$ cat src/rtl/ofs_consts.vh
// ofs_consts.vh - constants for the output function select block
// assumes inclusion by bare name from rtl and testbench files
`ifndef OFS_CONSTS_VH
`define OFS_CONSTS_VH

// selection code width and codes
`define OFS_SEL_W          4
`define OFS_SEL_LBD_ON     4'h0
`define OFS_SEL_LBD_OFF    4'h1
`define OFS_SEL_GEN_ON     4'h2
`define OFS_SEL_GEN_OFF    4'h3
`define OFS_SEL_EVT_ON     4'h4
`define OFS_SEL_EVT_OFF    4'h5
`define OFS_SEL_BAT2_ON    4'h6
`define OFS_SEL_BAT2_OFF   4'h7
`define OFS_SEL_ALRM_OFF   4'h8
`define OFS_SEL_ALRM_ON    4'h9
`define OFS_SEL_DIV_REG    4'hA
`define OFS_SEL_DIV_INV    4'hB

// reset values of the two selections
`define OFS_LOAD_SEL_RST   4'h1
`define OFS_AUX_SEL_RST    4'h2

// modulation setting codes
`define OFS_PWM_W          2
`define OFS_PWM_NONE       2'h0
`define OFS_PWM_SOLAR      2'h1
`define OFS_PWM_LOAD       2'h2
`define OFS_PWM_BOTH       2'h3

// register offsets on the plain register port
`define OFS_ADDR_W         4
`define OFS_REG_LOAD_SEL   4'h0
`define OFS_REG_AUX_SEL    4'h4
`define OFS_REG_PWM_SEL    4'h8
`define OFS_REG_STATUS     4'hC

// status field positions
`define OFS_ST_LOAD_OUT    0
`define OFS_ST_AUX_OUT     1
`define OFS_ST_LOAD_IND    2
`define OFS_ST_GEN_IND     3
`define OFS_ST_BAD_CFG     4

`endif

$ cat src/rtl/ofs_term_mux.v
// ofs_term_mux.v - one terminal's function and polarity decode
// assumes: function levels are already in the clk_sys domain
`timescale 1ns/100ps
`include "ofs_consts.vh"

module ofs_term_mux (
    input  wire [3:0] sel,
    input  wire       fn_lbd,
    input  wire       fn_gen,
    input  wire       fn_evt,
    input  wire       fn_bat2,
    input  wire       fn_alarm,
    input  wire       fn_div,
    output reg        drive_on
);

    // even codes on when active, except alarm and diversion pairs
    always @* begin
        case (sel)
            `OFS_SEL_LBD_ON:   drive_on = fn_lbd;
            `OFS_SEL_LBD_OFF:  drive_on = ~fn_lbd;
            `OFS_SEL_GEN_ON:   drive_on = fn_gen;
            `OFS_SEL_GEN_OFF:  drive_on = ~fn_gen;
            `OFS_SEL_EVT_ON:   drive_on = fn_evt;
            `OFS_SEL_EVT_OFF:  drive_on = ~fn_evt;
            `OFS_SEL_BAT2_ON:  drive_on = fn_bat2;
            `OFS_SEL_BAT2_OFF: drive_on = ~fn_bat2;
            `OFS_SEL_ALRM_OFF: drive_on = ~fn_alarm;
            `OFS_SEL_ALRM_ON:  drive_on = fn_alarm;
            `OFS_SEL_DIV_REG:  drive_on = ~fn_div;
            `OFS_SEL_DIV_INV:  drive_on = fn_div;
            default:           drive_on = 1'b0;
        endcase
    end

endmodule

$ cat src/rtl/ofs_output_select.v
// ofs_output_select.v - routes six controller functions to two outputs
// assumes: function and modulation inputs come from logic on clk_sys,
// the alarm comparison is made upstream, registers on a plain port
//
// Function
// - two switched outputs, each driven by one of six functions
// - load select picks function and polarity for the load terminal
// - aux select picks function and polarity for the general terminal
// - codes 0/1: on/off while low battery disconnect is active
// - codes 2/3: on/off while generator should run; aux default 2
// - codes 4/5: on/off while the event is on
// - codes 6/7: on/off while second battery should charge
// - codes 8/9: off/on while battery below alarm threshold
// - codes 10/11: off/on when diversion wants dump load off
// - general terminal never modulated, switches slowly only
// - series and diversion control may run together or alone
// - diversion switches a dump load, source stays connected
// - low battery disconnect lights load indicator whenever active
// - generator request lights generator indicator
//
// Chosen here: the address-and-strobe port and the register offsets.
`timescale 1ns/100ps
`include "ofs_consts.vh"

module ofs_output_select (
    input  wire       clk_sys,
    input  wire       rst,
    input  wire       clk_en,
    input  wire [3:0] reg_addr,
    input  wire [7:0] reg_wdata,
    input  wire       reg_wr,
    input  wire       reg_rd,
    output reg  [7:0] reg_rdata,
    input  wire       fn_lbd,
    input  wire       fn_gen,
    input  wire       fn_evt,
    input  wire       fn_bat2,
    input  wire       fn_alarm,
    input  wire       fn_div,
    input  wire       pwm_tick,
    input  wire       series_on,
    output reg        load_out,
    output reg        aux_out,
    output reg        solar_out,
    output reg        load_indicator,
    output reg        generator_indicator
);

    ////////////////////////////////////////////////////////////////////
    // configuration registers

    reg [3:0] load_output_select_r;
    reg [3:0] aux_output_select_r;
    reg [1:0] pwm_select_r;
    reg [7:0] rdata_nxt;

    // true when the load terminal is asked to carry modulation
    function pwm_on_load;
        input [1:0] mode;
        begin
            pwm_on_load = (mode == `OFS_PWM_LOAD) ||
                          (mode == `OFS_PWM_BOTH);
        end
    endfunction

    // writes of one cycle; only low nibble or two bits are kept
    always @(posedge clk_sys) begin
        if (rst) begin
            load_output_select_r <= `OFS_LOAD_SEL_RST;
            aux_output_select_r  <= `OFS_AUX_SEL_RST;
            pwm_select_r         <= `OFS_PWM_NONE;
        end else if (clk_en && reg_wr) begin
            case (reg_addr)
                `OFS_REG_LOAD_SEL: begin
                    load_output_select_r <= reg_wdata[3:0];
                end
                `OFS_REG_AUX_SEL: begin
                    aux_output_select_r <= reg_wdata[3:0];
                end
                `OFS_REG_PWM_SEL: begin
                    pwm_select_r <= reg_wdata[1:0];
                end
                default: begin
                    pwm_select_r <= pwm_select_r;
                end
            endcase
        end
    end

    ////////////////////////////////////////////////////////////////////
    // per-terminal decode, one shared instance body per terminal

    wire load_drive;
    wire aux_drive;

    ofs_term_mux u_load_mux (
        .sel      (load_output_select_r),
        .fn_lbd   (fn_lbd),
        .fn_gen   (fn_gen),
        .fn_evt   (fn_evt),
        .fn_bat2  (fn_bat2),
        .fn_alarm (fn_alarm),
        .fn_div   (fn_div),
        .drive_on (load_drive)
    );

    ofs_term_mux u_aux_mux (
        .sel      (aux_output_select_r),
        .fn_lbd   (fn_lbd),
        .fn_gen   (fn_gen),
        .fn_evt   (fn_evt),
        .fn_bat2  (fn_bat2),
        .fn_alarm (fn_alarm),
        .fn_div   (fn_div),
        .drive_on (aux_drive)
    );

    ////////////////////////////////////////////////////////////////////
    // modulation gating and output registers

    wire load_is_div;
    wire load_pwm;
    wire bad_cfg;

    // only code 10 may be modulated; an illegal 11 is left unmodulated
    assign load_is_div = (load_output_select_r == `OFS_SEL_DIV_REG);
    assign load_pwm    = pwm_on_load(pwm_select_r) && load_is_div;
    // flagged so software can see the forbidden pairing
    assign bad_cfg     = pwm_on_load(pwm_select_r) &&
                         (load_output_select_r == `OFS_SEL_DIV_INV);

    wire solar_pwm;
    assign solar_pwm = (pwm_select_r == `OFS_PWM_SOLAR) ||
                       (pwm_select_r == `OFS_PWM_BOTH);

    // load pwm gates only the dump load; charge source path untouched by it
    always @(posedge clk_sys) begin
        if (rst) begin
            load_out            <= 1'b0;
            aux_out             <= 1'b0;
            solar_out           <= 1'b0;
            load_indicator      <= 1'b0;
            generator_indicator <= 1'b0;
        end else if (clk_en) begin
            load_out  <= load_drive & (~load_pwm | pwm_tick);
            aux_out   <= aux_drive;
            // series path independent of diversion selection
            solar_out <= series_on & (~solar_pwm | pwm_tick);
            load_indicator      <= fn_lbd;
            generator_indicator <= fn_gen;
        end
    end

    ////////////////////////////////////////////////////////////////////
    // read port: data in the cycle after the strobe

    always @* begin
        case (reg_addr)
            `OFS_REG_LOAD_SEL: rdata_nxt = {4'h0, load_output_select_r};
            `OFS_REG_AUX_SEL:  rdata_nxt = {4'h0, aux_output_select_r};
            `OFS_REG_PWM_SEL:  rdata_nxt = {6'h00, pwm_select_r};
            `OFS_REG_STATUS:   rdata_nxt = {3'h0, bad_cfg,
                                            generator_indicator,
                                            load_indicator,
                                            aux_out, load_out};
            default:           rdata_nxt = 8'h00;
        endcase
    end

    always @(posedge clk_sys) begin
        if (rst) begin
            reg_rdata <= 8'h00;
        end else if (clk_en) begin
            reg_rdata <= reg_rd ? rdata_nxt : 8'h00;
        end
    end

endmodule

$ cat config.mk
export PLATFORM = sky130hd
export DESIGN_NAME = ofs_output_select
export DESIGN_NICKNAME = d
export VERILOG_FILES = /design/src/rtl/ofs_term_mux.v /design/src/rtl/ofs_output_select.v
export VERILOG_INCLUDE_DIRS = /design/src /design/src/rtl
export SDC_FILE = /design/constraint.sdc
export NUM_CORES = 1
export LEC_CHECK = 0
export BUFFER_PORTS_ARGS = -buffer_cell sky130_fd_sc_hd__clkbuf_2
export CORE_ASPECT_RATIO = 0.6
export CORE_MARGIN = 10
export CORE_UTILIZATION = 30
export DETAILED_ROUTE_END_ITERATION = 12
export GPL_ROUTABILITY_DRIVEN = 0
export SLEW_MARGIN = 10
export SYNTH_ARGS = -nofsm -noshare
export SYNTH_HDL_FRONTEND = slang
export SYNTH_SLANG_ARGS = --single-unit
export TNS_END_PERCENT = 100
$ cat constraint.sdc
create_clock -name clk_sys -period 1.5 [get_ports clk_sys]
set_input_delay 0.225 -clock clk_sys [delete_from_list [all_inputs] [get_ports clk_sys]]
set_output_delay 0.225 -clock clk_sys [all_outputs]
set_load 0.02 [all_outputs]
-- Word level (Yosys, flattened, before mapping)
Index checks and enable logic that the tools add are counted.
- bits in registers: 23
- bits of input ports: 25
- output and inout port bits: 13
- logic and storage cells: 64
- eq/ne operators: 28
- muxes and demuxes: 4
- bitwise gates (word level): 12
- reductions and logical operators: 11
- operators by type and width (operator ; number):
    $eq A4 B4 Y1 const B ; 10
    $eq A4 B3 Y1 const B ; 9
    $pmux W1 S12 ; 2
    $pmux W5 S4 ; 1
    $eq A4 B2 Y1 const B ; 4
    $logic_not A4 Y1 ; 3
    $eq A4 B1 Y1 const B ; 2
    $mux W8 ; 1
    $not A1 Y1 ; 8
    $reduce_and A2 Y1 ; 3
    $eq A2 B2 Y1 const B ; 2
    $logic_and A1 B1 Y1 ; 3
    $and A1 B1 Y1 ; 2
    $eq A2 B1 Y1 const B ; 1
    $logic_or A1 B1 Y1 ; 2
    $or A1 B1 Y1 ; 2

-- Longest topological paths before layout
- depth in word-level cells: 6
- mapped depth: 5
- mapped depth without buffers: 4

-- Modules after synthesis
A second synthesis with hierarchy kept.
- cell total of the unflattened synthesis: 125
- area, all modules: 1143.6 um^2
- modules (own cells, without submodules) (module ; instances ; cells each ; area an instance (um^2) ; sequential area each (um^2)):
    ofs_output_select ; 1 ; 109 ; 1003.5 ; 400.4
    ofs_term_mux ; 2 ; 8 ; 70.1 ; 0.0

-- Worst setup path before layout
OpenSTA, ideal clock, no wires.
- kind: input-to-reg
- start: in reg_addr[2]
- end: reg reg_rdata[1]
- setup time: 0.128 ns
- arrival time: 1.095 ns
- required time: 1.372 ns
- slack: 0.278 ns
- cell stages on the path: 4
- path buffers: 1
- path through: buf_2 > mux4_2 > a21oi_1 > nor2_1
- longest elaborated chain between the ends: 3
- elaborated cells on any way between the ends: 6
- classes of those cells: eq/ne (3); mux (2); reduce/logical (1)
- RTL lines (item ; line ; text):
    start: declaration ; ofs_output_select.v:29 ; input wire [3:0] reg_addr,
    $eq A4 B4 Y1, or another cell as far along ; ofs_output_select.v:158 ; case (reg_addr)
    $pmux W5 S4 (*) ; ofs_output_select.v:158 ;
    $mux W8 (*) ; ofs_output_select.v:174 ; reg_rdata <= reg_rd ? rdata_nxt : 8'h00;
    end signal: assignment ; ofs_output_select.v:174 ;
    end: declaration ; ofs_output_select.v:33 ; output reg [7:0] reg_rdata,
Every way passes the cells marked *; elsewhere a longest branch is shown, timed or not.
A chain may end at the register's enable or synchronous reset.

-- Final worst setup path
- start: reg aux_output_select_r[3]
- end: reg aux_out
- longest elaborated chain between the ends: 2
- elaborated cells on any way between the ends: 13
- classes of those cells: eq/ne (11); mux (1); reduce/logical (1)
- RTL lines (item ; line ; text):
    start: declaration ; ofs_output_select.v:53 ; reg [3:0] aux_output_select_r;
    start signal: assignment ; ofs_output_select.v:70 ; aux_output_select_r <= `OFS_AUX_SEL_RST;
    start signal: assignment ; ofs_output_select.v:78 ; aux_output_select_r <= reg_wdata[3:0];
    $eq A4 B4 Y1, or another cell as far along ; ofs_term_mux.v:19 ; case (sel)
    $pmux W1 S12 (*) ; ofs_term_mux.v:19 ;
    end signal: assignment ; ofs_output_select.v:146 ; aux_out <= aux_drive;
    end: declaration ; ofs_output_select.v:43 ; output reg aux_out,
Marks and branches as above.

==> run metrics <==
DRT Pass-1 Iters 4; Crit Path Class reg2reg; DRT antenna net count 0; GRT Util Overall a little under a tenth; leading area contributor after synthesis dfxtp_1; combinational power share between 10% and 20%; DR iter-0 viols 51; met2 global-route usage around an eighth; top cells by area, synth dfxtp_1, mux2i_1, nor2_1; CTS tree done; Synth Flop Type dfxtp_1; nets@finish 172; vias between 900 and 1,000; Avg Cell Area, Syn approximately 9.4 sq um; drt via density just over 5; Clock Path Buffers 2; Synth Cell Area 1090 sq um; # DRC 0; clock sink total 20; skew final between 0.004 and 0.005 ns; CP Buf/Inv Count 0; Final Hold Fails 0; Port Buffers 30; Worst path max stage delay 0.53 ns; I/O Pins 38; simple-gate share of the synthesized area between 10% and 20%; Die ar. 6550 sq um; most frequent cell after synthesis dfxtp_1; CP endpoint kind register; synthesis warning total 0; busiest grt layer met2; Switch Pwr around 0.27 mW; GR Util met3 between 5 and 6%; fillers 348; Syn Inst Count 117; Post-Synth XOR/XNOR Area ~3.2%; Core Box Area between 3000 and 4000 sq um; total gr overflow 0; register share of total power a little under 50%; post_cts resized 0; area share of fa/ha/maj cells after synthesis 0%; Async SR Flop Fraction 0%; first-pass GRT wire length ~4800 um; Post-DP HPWL 2490 um; CP max FO 4; total power around 1.1 mW; Min-Delay Path Class in2reg; vias in the first global route 993; largest family of logic cells by synthesized area multiplexers; Die H roughly 67 um; Die Wd around 98 um; hold_buf cts 0; WL/cell 15.7 um; CTS clk-pin slew, worst paths about 0.070 ns; ratio of cells with drive above 1 in the final layout 28.8%; fin crit share between 80% and 90%; Area Overhead vs Synth 21.8%; RSZ-0062 raised after global routing false; slowest library cell on the worst path mux4_2; CP Cell Sequence mux4_2, mux2i_1, o21ai_0; Post-synth top cells dfxtp_1, nor2_1, mux2i_1; fmax between 700 and 800 MHz; worst vdd ir about 0.00039 V; maxcap violations 0; Cell variety after synth 34; Synth Area in Compound Gates approximately 11%; Final min period 1.32 ns; Root Driver clkbuf_8; H-Tree Depth 1; initial antenna violation count 0; leakage about 0.60 nW; crit-path leading delay family multiplexers; switch share between 20 and 25%; max-slew violation count 0; #FFs+latches synth 20; n_diodes 0; Int Pwr around 0.84 mW; row count 16; Setup Fix Bufs, Post-CTS 0; DRT Wirelength 3000 um; Pwr Density 836 nW/um^2; post-synthesis mux area share approximately 23%; type of origin of the critical path register; largest net degree at the start of global routing 15; Post-synth EDFFs 0; register area share after synthesis roughly 37%; latest clock arrival within the worst-skew pair around 0.26 ns; Fin Setup TNS 0 ns; outcome finished clean; top cell type's share of synthesized area 36.6%; Initial Utilization roughly 32%; crit path DAT ~1.5 ns; final setup violation count 0; CTS Buf Count 3; worst path required time roughly 1.6 ns; GRT met1 Usage a little under an eighth; power share of the clock group a little under two fifths
## area by class of cell
| cell class | count | area [sq um] | area share [%] |
|---|---|---|---|
| repair buffers | 33 | 173 | 12.9 |
| inverters | 6 | 22.5 | 1.69 |
| well taps | 45 | 56.3 | 4.22 |
| clock buffers | 4 | 55.1 | 4.13 |
| multi-input cells | 83 | 627 | 47.0 |
| flip-flops and latches | 20 | 400 | 30.0 |
## kinds of logic (layout without fill, tap and decap cells)
kind of cell	Yosys count	count (layout)
flip-flops	20	20
multiplexers	21	21
XOR/XNOR	4	4
AND/OR/NAND/NOR	37	37
AO/OA/AOI/OAI	18	18
other	1	3
buffers and inverters	16	43
## stage by stage
stage / utilization (%) / cells / hold WS [ns] / worst slack, ns / cell area [sq um]
2_1_floorplan: - / 119 / 0.321 / 0.278 / 1100
3_3_place_gp: 37.8 / 187 / 0.461 / 0.0923 / 1280
3_5_place_dp: 37.8 / 187 / 0.466 / 0.0430 / 1280
4_1_cts: 39.4 / 191 / 0.218 / 0.182 / 1330
5_1_grt: 39.4 / 191 / 0.239 / 0.111 / 1330
6_report: 39.4 / 191 / 0.225 / 0.184 / 1330
## worst reg2reg max path, stage by stage (launching register included)
cell,delay [ns]
dfxtp_1,0.41
mux4_2,0.53
mux2i_1,0.15
o21ai_0,0.10
## flip-flops by register name, indices dropped and copies added, names as in the netlist
signal	flops
generator_indicator	1
reg_rdata	5
aux_output_select_r	4
load_indicator	1
pwm_select_r	2
load_output_select_r	4
load_out	1
solar_out	1
aux_out	1
## final timing paths
| kind | startpoint | to | slack (ns) | cells after the start |
|---|---|---|---|---|
| max | aux_output_select_r[3] | aux_out | 0.18 | 3 |
| min | reg_wdata[3] | load_output_select_r[3] | 0.22 | 3 |
| max reg2reg | aux_output_select_r[3] | aux_out | 0.18 | 3 |
| min reg2reg | solar_out | solar_out | 0.47 | 2 |
## power groups by stage
stage / Combinational (mW) / Clock [mW] / Sequential, mW
after floorplan: 0.0861 / 0 / 0.574
after global placement: 0.148 / 0 / 0.565
after detailed placement: 0.152 / 0 / 0.565
after CTS: 0.152 / 0.428 / 0.553
after global routing: 0.165 / 0.444 / 0.554
final: 0.152 / 0.411 / 0.553
## cell usage in the layout (no fill, tap or decap), drive strengths merged
cell type and n:
nor2b 5, a22oi 1, o31a 1, nand3b 2, o211ai 1, and4bb 2, a2bb2oi 1, xnor2 2
nor3 2, a31oi 2, nor2 19, a21oi 6, and2 1, nor3b 3, buf 3, dfxtp 20
conb 3, mux4 3, nand2b 1, clkbuf 34, and3 1, a41oi 1, o2bb2ai 2, nand2 1
o211a 1, xor2 2, inv 6, o21bai 1, mux2i 18, o21ai 1
## per-layer routing
metal / part of all wire [%] / routed length (um) / vias up
met3: 12 / 373 / 2
met5: 0 / 0 / -
met1: 49 / 1470 / 468
met4: 0.37 / 11 / 0
met2: 38 / 1150 / 39
li1: - / - / 463
(Power assumes the default switching activity.)
